==> src/rgvb_defs.svh <==
// Constants for the regulator control and bus-power detect block.
// Assumes inclusion by bare name from the same folder.
`ifndef RGVB_DEFS_SVH
`define RGVB_DEFS_SVH

`define RGVB_REG_CTRL_ADDR   8'hc9
`define RGVB_REG_CTRL_RESET  8'h00
`define RGVB_BIT_REG_OFF     7
`define RGVB_BIT_BUS_LEVEL   6
`define RGVB_BIT_POLARITY    5
`define RGVB_BIT_LOW_POWER   4
`define RGVB_RSVD_MASK       8'h0f
`define RGVB_SYNC_STAGES     2

`endif

==> src/rgvb_pkg.sv <==
// Types for the regulator control and bus-power detect block.
// Assumes nothing of its surroundings.
package rgvb_pkg;
	typedef logic [7:0] rgvb_byte_t;
endpackage

==> src/rgvb_sync_if.sv <==
// Carrier between the top module and its input synchroniser.
// Assumes one clock domain.
`timescale 1ns/1ps
interface rgvb_sync_if;
	logic raw_level;
	logic sync_level;
	modport src (output raw_level, input sync_level);
	modport snk (input raw_level, output sync_level);
endinterface

==> src/rgvb_regulator_ctrl.sv <==
// Regulator control register and bus-power detect logic.
// Assumes a byte-wide special register port on ref_clk; inputs other than bus_power_in synchronous.
//
// Summary of operation
// - Bit 7 set turns regulator off.
// - Bit 6 reads live bus-power level.
// - Bit 5 picks interrupt polarity.
// - Enabled interrupt fires when level matches polarity.
// - Interrupt is level only, no pending flag.
// - Bit 4 selects low-power regulator mode.
// - Low four bits read zero, write zero.
// - Reset request on match when enabled.
`timescale 1ns/1ps
`include "rgvb_defs.svh"
module rgvb_regulator_ctrl (
	// Clock and reset
	input  wire logic              ref_clk,
	input  wire logic              rst,
	// Special register port
	input  wire logic [7:0]        sfr_addr,
	input  wire logic              sfr_wr,
	input  wire logic              sfr_rd,
	input  wire rgvb_pkg::rgvb_byte_t sfr_wdata,
	output rgvb_pkg::rgvb_byte_t   sfr_rdata,
	// Bus-power input and system enables
	input  wire logic              bus_power_in,
	input  wire logic              bus_power_irq_en,
	input  wire logic              usb_reset_src_en,
	// Regulator and system outputs
	output logic                   regulator_off,
	output logic                   regulator_low_power_select,
	output logic                   bus_power_irq,
	output logic                   bus_power_reset_req
);
	rgvb_sync_if lvl_if ();
	logic level_s;

	assign lvl_if.raw_level = bus_power_in;
	assign level_s = lvl_if.sync_level;

	rgvb_sync #(
		.STAGES(`RGVB_SYNC_STAGES)
	) u_sync (
		.ref_clk(ref_clk),
		.rst    (rst),
		.lvl    (lvl_if)
	);

	// Field masks derived from the bit positions; reserved mask and reset value taken from the header
	localparam logic [7:0] RSVD_MASK   = `RGVB_RSVD_MASK;
	localparam logic [7:0] RESET_VALUE = `RGVB_REG_CTRL_RESET;
	localparam logic [7:0] OFF_MASK    = 8'h01 << `RGVB_BIT_REG_OFF;
	localparam logic [7:0] LEVEL_MASK  = 8'h01 << `RGVB_BIT_BUS_LEVEL;
	localparam logic [7:0] POL_MASK    = 8'h01 << `RGVB_BIT_POLARITY;
	localparam logic [7:0] LP_MASK     = 8'h01 << `RGVB_BIT_LOW_POWER;
	localparam logic [7:0] STORE_MASK  = OFF_MASK | POL_MASK | LP_MASK;
	localparam logic [7:0] FIELD_MASK  = STORE_MASK | LEVEL_MASK;

	// Refuse a header layout that the logic below cannot serve
	if (`RGVB_SYNC_STAGES < 2) begin
		$error("Bus-power synchroniser needs two stages or more");
	end
	if ($countones(FIELD_MASK) != 4) begin
		$error("Control fields must sit on four distinct bits");
	end
	if ((FIELD_MASK & RSVD_MASK) != 8'h00) begin
		$error("A control field overlaps the reserved bits");
	end
	if ((FIELD_MASK | RSVD_MASK) != 8'hff) begin
		$error("A register bit is left without a meaning");
	end
	if ((RESET_VALUE & RSVD_MASK) != 8'h00) begin
		$error("Reset value sets reserved bits");
	end
	if ((RESET_VALUE & LEVEL_MASK) != 8'h00) begin
		$error("Reset value sets the live status bit");
	end

	// Register decode; a read in the cycle of a write sees the old value
	// Only one register, so the decode is a plain compare
	logic wr_hit;
	logic rd_hit;

	always_comb begin
		wr_hit = sfr_wr && (sfr_addr == `RGVB_REG_CTRL_ADDR);
		rd_hit = sfr_rd && (sfr_addr == `RGVB_REG_CTRL_ADDR);
	end

	// Regulator off; held until rewritten
	logic reg_off_q;
	logic reg_off_d;

	always_comb begin
		reg_off_d = reg_off_q;
		if (wr_hit) begin
			reg_off_d = sfr_wdata[`RGVB_BIT_REG_OFF];
		end
	end

	always_ff @(posedge ref_clk or posedge rst) begin
		if (rst) begin
			reg_off_q <= RESET_VALUE[`RGVB_BIT_REG_OFF];
		end else begin
			reg_off_q <= reg_off_d;
		end
	end

	// Interrupt and reset polarity
	logic polarity_q;
	logic polarity_d;

	always_comb begin
		polarity_d = polarity_q;
		if (wr_hit) begin
			polarity_d = sfr_wdata[`RGVB_BIT_POLARITY];
		end
	end

	always_ff @(posedge ref_clk or posedge rst) begin
		if (rst) begin
			polarity_q <= RESET_VALUE[`RGVB_BIT_POLARITY];
		end else begin
			polarity_q <= polarity_d;
		end
	end

	// Low-power regulator mode, meant for suspend
	logic low_power_q;
	logic low_power_d;

	always_comb begin
		low_power_d = low_power_q;
		if (wr_hit) begin
			low_power_d = sfr_wdata[`RGVB_BIT_LOW_POWER];
		end
	end

	always_ff @(posedge ref_clk or posedge rst) begin
		if (rst) begin
			low_power_q <= RESET_VALUE[`RGVB_BIT_LOW_POWER];
		end else begin
			low_power_q <= low_power_d;
		end
	end

	// Read data; the status bit and low nibble are never stored
	rgvb_pkg::rgvb_byte_t image;
	rgvb_pkg::rgvb_byte_t rdata_q;
	rgvb_pkg::rgvb_byte_t rdata_d;

	always_comb begin
		image                      = 8'h00;
		image[`RGVB_BIT_REG_OFF]   = reg_off_q;
		image[`RGVB_BIT_BUS_LEVEL] = level_s;
		image[`RGVB_BIT_POLARITY]  = polarity_q;
		image[`RGVB_BIT_LOW_POWER] = low_power_q;
		// Masking keeps the reserved nibble zero whatever the fields hold
		image                      = image & ~RSVD_MASK;
		// Zero when idle, so a shared read path can OR its sources
		rdata_d = 8'h00;
		if (rd_hit) begin
			rdata_d = image;
		end
	end

	always_ff @(posedge ref_clk or posedge rst) begin
		if (rst) begin
			rdata_q <= 8'h00;
		end else begin
			rdata_q <= rdata_d;
		end
	end

	// Match of level and polarity, shared by both events
	logic match;

	always_comb begin
		// Polarity 1 matches a high level, 0 a low one
		match = (level_s == polarity_q);
	end

	// Interrupt; recomputed each cycle, no pending flag
	// Level only: an enable raised during a match fires at the next clock edge
	logic irq_q;
	logic irq_d;

	always_comb begin
		irq_d = match && bus_power_irq_en;
	end

	always_ff @(posedge ref_clk or posedge rst) begin
		if (rst) begin
			irq_q <= 1'b0;
		end else begin
			irq_q <= irq_d;
		end
	end

	// Reset request; the reset controller decides what it resets
	// Stays high while matched, so the system reset is held
	logic rst_req_q;
	logic rst_req_d;

	always_comb begin
		rst_req_d = match && usb_reset_src_en;
	end

	always_ff @(posedge ref_clk or posedge rst) begin
		if (rst) begin
			rst_req_q <= 1'b0;
		end else begin
			rst_req_q <= rst_req_d;
		end
	end

	// Every output straight from a flip-flop
	assign sfr_rdata                  = rdata_q;
	assign regulator_off              = reg_off_q;
	assign regulator_low_power_select = low_power_q;
	assign bus_power_irq              = irq_q;
	assign bus_power_reset_req        = rst_req_q;
endmodule

==> src/rgvb_sync.sv <==
// Level synchroniser for the bus-power input.
// Assumes ref_clk and an active-high asynchronous rst.
`timescale 1ns/1ps
`include "rgvb_defs.svh"
module rgvb_sync #(
	parameter int STAGES = `RGVB_SYNC_STAGES
) (
	// Clock and reset
	input wire logic ref_clk,
	input wire logic rst,
	// Levels
	rgvb_sync_if.snk lvl
);
	// Elaboration check: one stage gives no metastability margin
	if (STAGES < 2) begin
		$error("rgvb_sync needs at least two stages");
	end

	logic [STAGES-1:0] chain_q;
	logic [STAGES-1:0] chain_d;

	// Only the last stage is read downstream
	always_comb begin
		chain_d = {chain_q[STAGES-2:0], lvl.raw_level};
	end

	always_ff @(posedge ref_clk or posedge rst) begin
		if (rst) begin
			chain_q <= '0;
		end else begin
			chain_q <= chain_d;
		end
	end

	assign lvl.sync_level = chain_q[STAGES-1];
endmodule

==> config.mk <==
export PLATFORM = sky130hd
export DESIGN_NAME = rgvb_regulator_ctrl
export DESIGN_NICKNAME = d
export VERILOG_FILES = /design/src/rgvb_pkg.sv /design/src/rgvb_sync_if.sv /design/src/rgvb_regulator_ctrl.sv /design/src/rgvb_sync.sv
export VERILOG_INCLUDE_DIRS = /design/src
export SDC_FILE = /design/constraint.sdc
export NUM_CORES = 1
export LEC_CHECK = 0
export ABC_AREA = 0
export BUFFER_PORTS_ARGS = -buffer_cell sky130_fd_sc_hd__buf_2
export CORE_MARGIN = 1.5
export CORE_UTILIZATION = 32
export CTS_CLUSTER_DIAMETER = 80
export DETAILED_ROUTE_END_ITERATION = 10
export PLACE_DENSITY = 0.7
export REMOVE_ABC_BUFFERS = 1
export SETUP_SLACK_MARGIN = 0.4
export SLEW_MARGIN = 20
export SYNTH_ARGS = -nofsm -noshare
export SYNTH_HDL_FRONTEND = slang
export SYNTH_SLANG_ARGS = --single-unit
==> constraint.sdc <==
create_clock -name ref_clk -period 0.9 [get_ports ref_clk]
set_clock_uncertainty 0.15 [all_clocks]
set_input_delay 0.09 -clock ref_clk [delete_from_list [all_inputs] [get_ports ref_clk]]
set_output_delay 0.09 -clock ref_clk [all_outputs]
set_load 0.01 [all_outputs]
# [Yosys cells after proc, flatten, opt, wreduce, memory -nomap -nowiden]
# Cells that the tools add are included.
[totals] ff_bits=15 inputBits=23 out_inout_bits=12
[op_classes] eq_ne=2 mux=1 n_reduce_logical=4
[ops] op="$eq A8 B8 Y1 const B" n=1
[ops] op="$mux W8" n=1
[ops] op="$logic_and A1 B1 Y1" n=4
[ops] op="$eq A1 B1 Y1" n=1

# [Depth between registers and ports, before layout]
# Gate-level depths: netlist (run 1).
[logic_depth] ltp_word=3 mapped_depth=3 mapped_depth_nobuf=3

# [Hierarchy]
# A second synthesis (run 1) with hierarchy kept.
[unflattened] hier_cells=32 area_unflattened_um2=447.9
[modules_own_cells] module="rgvb_regulator_ctrl" n_inst=1 cells_per_inst=29 area_per_inst_um2=394.1
[modules_own_cells] module="rgvb_sync" n_inst=1 cells_per_inst=3 area_per_inst_um2=53.8

# [Least setup slack after synthesis (run 1)]
# OpenSTA, ideal clock, no wires.
[synth_path] path_type="input to register" startpoint="input port sfr_addr[4]" endpoint="register low_power_q (netlist: regulator_low_power_select)" setup_ps=127 t_arrival_ps=776 slack_ps=-153 cell_stages=3 n_path_buf=0 cell_sequence="and4bb_1 -> nand3_2 -> mux2_1"
[synth_between] elab_chain_cells=2
[synth_rtl] item="from (decl)" line_no="rgvb_regulator_ctrl.sv:20" text="input wire logic [7:0] sfr_addr,"
[synth_rtl] item="$eq A8 B8 Y1 (no line)"
[synth_rtl] item="$logic_and A1 B1 Y1" line_no="rgvb_regulator_ctrl.sv:85" text="wr_hit = sfr_wr && (sfr_addr == `RGVB_REG_CTRL_ADDR);"
[synth_rtl] item="to (signal assigned)" line_no="rgvb_regulator_ctrl.sv:140" text="low_power_q <= RESET_VALUE[`RGVB_BIT_LOW_POWER];"
[synth_rtl] item="to (signal assigned)" line_no="rgvb_regulator_ctrl.sv:142" text="low_power_q <= low_power_d;"
[synth_rtl] item="to (decl)" line_no="rgvb_regulator_ctrl.sv:128" text="logic low_power_q;"
# Every way passes these cells.
# A chain may end at the register's enable or synchronous reset.

# [Worst setup path in the final report (run 1)]
[layout_path] startpoint="register low_power_q (netlist: regulator_low_power_select)" endpoint="output port regulator_low_power_select"
[layout_lines] item="to (decl)" line_no="rgvb_regulator_ctrl.sv:31" text="output logic regulator_low_power_select,"
# No word-level cell between the ends.

==> results of run 1 <==
## worst paths after layout
path                                            start                          to  slack (ns)  cells after the start
max                        regulator_low_power_select  regulator_low_power_select       -0.23                      2
min                                               rst                sfr_rdata[7]       -0.35                      2
min in group ref_clk                     bus_power_in           u_sync.chain_q[0]       -0.21                      1
min reg2reg                         u_sync.chain_q[0]           u_sync.chain_q[1]        0.20                      0
max in group asynchronous                         rst                  polarity_q        0.67                      2
max reg2reg                regulator_low_power_select  regulator_low_power_select       -0.14                      2
## worst max-delay path, cell delays in order, from the launching register on
cell and delay [ns]:
dfrtp_1 0.39, buf_6 0.13, buf_6 0.11
## flip-flops by register name (all words and copies together), names as in the netlist
register,count
bus_power_irq,1
regulator_off,1
polarity_q,1
u_sync.chain_q,2
sfr_rdata,4
regulator_low_power_select,1
bus_power_reset_req,1
## layout make-up
class                      count  area (sq um)
multi-input combinational     18         136.4
sequential                    11         275.3
fill                         121         614.3
timing repair buffer          30         195.2
inverter                       5         18.77
tap                           15         18.77
clock buffer                   4         26.28
## cells by family (layout without fill, tap and decap cells)
group | count (synthesis) | in the layout | synth area share [%]
XOR/XNOR | 1 | 1 | 2.000
buffers and inverters | 9 | 39 | 11.14
flip-flops | 11 | 11 | 62.86
multiplexers | 3 | 3 | 7.714
other | 1 | 4 | 0.8563
AND/OR/NAND/NOR | 10 | 10 | 15.43
## routing by layer
metal  GRT usage (%)  share of wire [%]  up-vias  wire length (microns)
li1                -                  -      167                      -
met3           3.333                 10        2                     82
met4           12.93                1.2        0                     10
met1           14.74                 37      157                    303
met2           20.16                 51       26                    416
met5               0                  0        -                      0
## cells in the mapped netlist
master / instances
dfrtp_1: 11
inv_1: 5
buf_4: 4
nor2_1: 4
mux2_1: 3
and2_1: 2
and4bb_1: 2
conb_1: 1
nand3_1: 1
nand3_2: 1
xnor2_1: 1
## per-stage QoR
stage | cell area, sq um | setup TNS, ns
after CTS | 649.4 | -1.290
final | 670.6 | -1.380
after global routing | 670.6 | -1.852
after floorplan | 419.2 | -0.4783
after detailed placement | 578.1 | -1.349
after global placement | 578.1 | -1.206
## report_power, final
group	total, uW	leakage [uW]	internal (uW)	switching, uW
Sequential	517	0.000146	510	7.66
Combinational	122	0.000220	73.7	48.6
Clock	320	0.0000150	171	149
## repair_timing
item	CTS	global route
endpoints found under the hold margin	21	17
buffers inserted	1	2
pin swaps	8	3
resized for setup	8	3
setup endpoints to repair	18	18
==> out/metrics.cfg, run 1 <==
[yosys]
synth_cell_types = 11
synth_area_leader_cell = dfrtp_1
synth_cells = 35
ys_ff_latch = 11
synth_warnings = 0
synth.avg_cell_area_sq_um = 12.51
synth_area_sq_um = 437.9
yosysSeqAreaShare_pct = 62.86
synth_top_area_share_pct = 62.86
synth.area.top_cells = dfrtp_1 (63%), mux2_1 (7.7%), buf_4 (6.9%)

[global_route]
antenna_found_initial = 0
grt_max_degree = 12
grt_pass1_wl_microns = 1262
overflow = 0
grt_pass1_vias = 326
grt.total_usage_pct = 13.25

[route]
drtIter0Drc = 3
drtAntennaViolNets = 0
via_per_inst = 4.241
postRouteWirelength_microns = 813
avgRoutedWirePerCell_microns = 9.795
drc = 0
dr.pass1.iters = 3
dr_total_vias = 352

[final_layout]
stdcell_count = 83
post-route-util_pct = 52.19
final_common_cell = buf_2
antenna_cells = 0
area_growth_pct = 53.14
layout_common_cells = buf_2 (21), dfrtp_1 (11), buf_6 (6), nor2_1 (4), conb_1 (4)
final_layout_size_suffix_gt1_share_pct = 57.35
layout.nets = 92

[power_and_ir_drop]
vdd_drop_max_mv = 0.8058
power.leakage_uw = 0.0003818
powerDensity_nw_per_um2 = 1430
finalPower_uw = 959.3

[place]
place_congestion = 0.6843
dpl_worst_slack_ns = -0.3159
dp.cells = 76
placement.io_buffers = 25

[floorplanning]
die_h_microns = 40.00
row_count = 13
dieArea_sq_um = 1600
io_pins = 35
fp.dieW_microns = 40.00
start_util_pct = 34.08
coreArea_sq_um = 1285

[clock_network]
clockBufferDepth = 2
cts.htree.levels = 1
cts_tree = yes
cts-root-buf = clkbuf_4
cts_sinks = 11
cts_buffers = 3
path_clk_slew_ns = 0.07
clk_latency_ns = 0.26

[outcome]
violations = hold timing, setup timing
status = finished with violations

[sta]
fmax_mhz = 883.6
period_minus_slack_ns = 1.132
setup_viol_count_final = 14
report.final.slew_viol_count = 0
fin_crit_sh_pct = 125.8
rsz0062_at_grt = true
finalHoldViolations = 18
fin_ws_ns = -0.2318
hold_ws_ns = -0.3486

[worst_setup_path]
path_max_fanout = 2
required_ns = 0.66
worstSetupPathType = reg -> out
arrival_ns = 0.89
cp-start-kind = flip-flop
cp-end-kind = output pin

[min_path]
hold_path.class = in -> async

[job]
maxCapViolations = 0

Power figures use the tool's default switching activity.
==> inputs of run 2 (changes only) <==
--- a/config.mk
+++ b/config.mk
@@ -12,7 +12,7 @@
 export CORE_UTILIZATION = 32
 export CTS_CLUSTER_DIAMETER = 80
 export DETAILED_ROUTE_END_ITERATION = 10
-export PLACE_DENSITY = 0.7
+export PLACE_DENSITY = 0.66
 export REMOVE_ABC_BUFFERS = 1
 export SETUP_SLACK_MARGIN = 0.4
 export SLEW_MARGIN = 20
==> out/metrics.cfg, run 2 (same netlist as run 1, synthesis figures left out) <==
[route]
dr_total_vias = 335  ; was 352
dr.pass1.iters = 4  ; was 3
postRouteWirelength_microns = 768  ; was 813 microns
drtAntennaViolNets = 0  ; unchanged
avgRoutedWirePerCell_microns = 9.481  ; was 9.795 microns
drtIter0Drc = 5  ; was 3
via_per_inst = 4.136  ; was 4.241
drc = 0  ; unchanged

[worst_setup_path]
cp-end-kind = output pin  ; unchanged
worstSetupPathType = reg -> out  ; unchanged
cp-start-kind = flip-flop  ; unchanged
rrSetupSlack_ns = -0.07  ; was -0.14 ns
path_max_fanout = 2  ; unchanged
r2r_cells = 1  ; was 2
r2r-start = regulator_low_power_select  ; unchanged
arrival_ns = 0.88  ; was 0.89 ns
r2r-end = regulator_low_power_select  ; unchanged
required_ns = 0.66  ; about the same

[global_route]
use_met2_pct = 17.34  ; was 20.16%
grt-busiest-layer = met2  ; unchanged
grt_pass1_wl_microns = 1076  ; was 1262 microns
grt.total_usage_pct = 10.84  ; was 13.25%
use_met1_pct = 13.17  ; was 14.74%
antenna_found_initial = 0  ; unchanged
use_met3_pct = 1.667  ; was 3.333%
grt_max_degree = 12  ; unchanged
overflow = 0  ; unchanged
grt_pass1_vias = 270  ; was 326

[job]
maxCapViolations = 0  ; unchanged

[place]
place_area_sq_um = 578.1  ; unchanged
placement.io_buffers = 25  ; unchanged
dp_hpwl_microns = 575.3
place_congestion = 0.6309  ; was 0.6843
dpl_worst_slack_ns = -0.3279  ; was -0.3159 ns

[final_layout]
final_cell_area_sq_um = 694.4  ; was 670.6 sq um
layout_common_cells = buf_2 (18), dfrtp_1 (11), buf_6 (10)  ; was buf_2 (21), dfrtp_1 (11), buf_6 (6), nor2_1 (4), conb_1 (4)
largest_reg_flops = 4  ; unchanged
final_layout_size_suffix_gt1_share_pct = 57.58  ; was 57.35%
fillerInstances = 115  ; was 121
final_common_cell = buf_2  ; unchanged
antenna_cells = 0  ; unchanged
area_growth_pct = 58.57  ; was 53.14%
layout.nets = 90  ; was 92

[sta]
fin_crit_sh_pct = 124.1  ; was 125.8%
rsz0062_at_grt = true  ; unchanged
setup_viol_count_final = 13  ; was 14
fmax_mhz = 895.1  ; was 883.6 MHz
period_minus_slack_ns = 1.117  ; was 1.132 ns
finalHoldViolations = 21  ; was 18
hold_ws_ns = -0.3498  ; was -0.3486 ns
report.final.slew_viol_count = 0  ; unchanged
fin_ws_ns = -0.2172  ; was -0.2318 ns

[power_and_ir_drop]
p_comb_share_pct = 12.9  ; was 12.7%
vdd_drop_max_mv = 0.7860  ; was 0.8058 mV
finalPower_uw = 961.7  ; was 959.3 uW
power.leakage_uw = 0.0003704  ; was 0.0003818 uW
powerDensity_nw_per_um2 = 1385  ; was 1430 nW/um^2
p_int_uw = 755.3  ; was 754.6 uW
switching_share_pct = 21.47  ; was 21.34%
p_switching_uw = 206.5  ; was 204.8 uW
p_seq_share_pct = 53.9  ; about the same
p_clk_share_pct = 33.3  ; about the same

[min_path]
hold_path.class = in -> async  ; unchanged

[clock_network]
cts_sinks = 11  ; unchanged
clockBufferDepth = 2  ; unchanged
cts_buffers = 3  ; unchanged
cts_tree = yes  ; unchanged
clk_latency_ns = 0.26  ; about the same
path_clk_slew_ns = 0.07  ; about the same
cts.htree.levels = 1  ; unchanged
cts-root-buf = clkbuf_4  ; unchanged

[outcome]
violations = hold timing, setup timing  ; unchanged
status = finished with violations  ; unchanged

[floorplanning]
start_util_pct = 34.08  ; unchanged
io_pins = 35  ; unchanged
dieArea_sq_um = 1600  ; unchanged
die_h_microns = 40.00  ; unchanged
coreArea_sq_um = 1285  ; unchanged
row_count = 13  ; unchanged
fp.dieW_microns = 40.00  ; unchanged

## run 2: cell type report
type	count	area, sq um	area share, %
clock buffers	4	26.28	3.784
inverters	5	18.77	2.703
multi-input cells	18	152.6	21.98
flip-flops and latches	11	275.3	39.64
well taps	15	18.77	2.703
repair buffers	28	202.7	29.19
## run 2: repair_timing
| item | 4_1_cts | 5_1_grt |
|---|---|---|
| cloned | 0 | 0 |
| pin swaps | 5 | 6 |
| setup endpoints to repair | 18 | 18 |
| endpoints found under the hold margin | 21 | 21 |
| gates resized for setup | 9 | 9 |
| setup buffers | 0 | 1 |
## run 2: critical path, cell delays in order (launching register included)
cell and delay (ns):
dfrtp_1 0.40, buf_6 0.12, buf_6 0.11
## run 2: per-stage QoR
stage / hold WS, ns / setup TNS [ns] / std cells / utilization, %
floorplan: -0.2076 / -0.4783 / 34 / -
global placement: -0.06415 / -1.262 / 76 / 44.99
detailed placement: -0.05514 / -1.410 / 76 / 44.99
CTS: -0.3374 / -1.261 / 80 / 50.05
global route: -0.2956 / -1.547 / 81 / 54.04
finish: -0.3498 / -1.219 / 81 / 54.04
## run 2: how the worst max path moves through the flow
stage,startpoint,to,slack [ns],cells after the start
global placement,sfr_addr[4],polarity_q,-0.29,4
floorplan,sfr_addr[4],regulator_low_power_select,-0.15,3
detailed placement,sfr_addr[4],regulator_low_power_select,-0.33,4
global route,regulator_low_power_select,regulator_low_power_select,-0.25,2
CTS,regulator_low_power_select,regulator_low_power_select,-0.23,2
finish,regulator_low_power_select,regulator_low_power_select,-0.22,2
## run 2: power groups by stage
stage	logic [uW]	registers [uW]	clock network, uW
2_1_floorplan	35.2	531	0
3_3_place_gp	91.6	526	0
3_5_place_dp	94.4	526	0
4_1_cts	111	518	331
5_1_grt	138	519	350
6_report	124	518	320
## run 2: metal layers
layer | wire length (microns) | vias to the layer above
met5 | 0 | -
met4 | 10 | 0
met3 | 76 | 2
met2 | 427 | 20
met1 | 255 | 150
li1 | - | 163
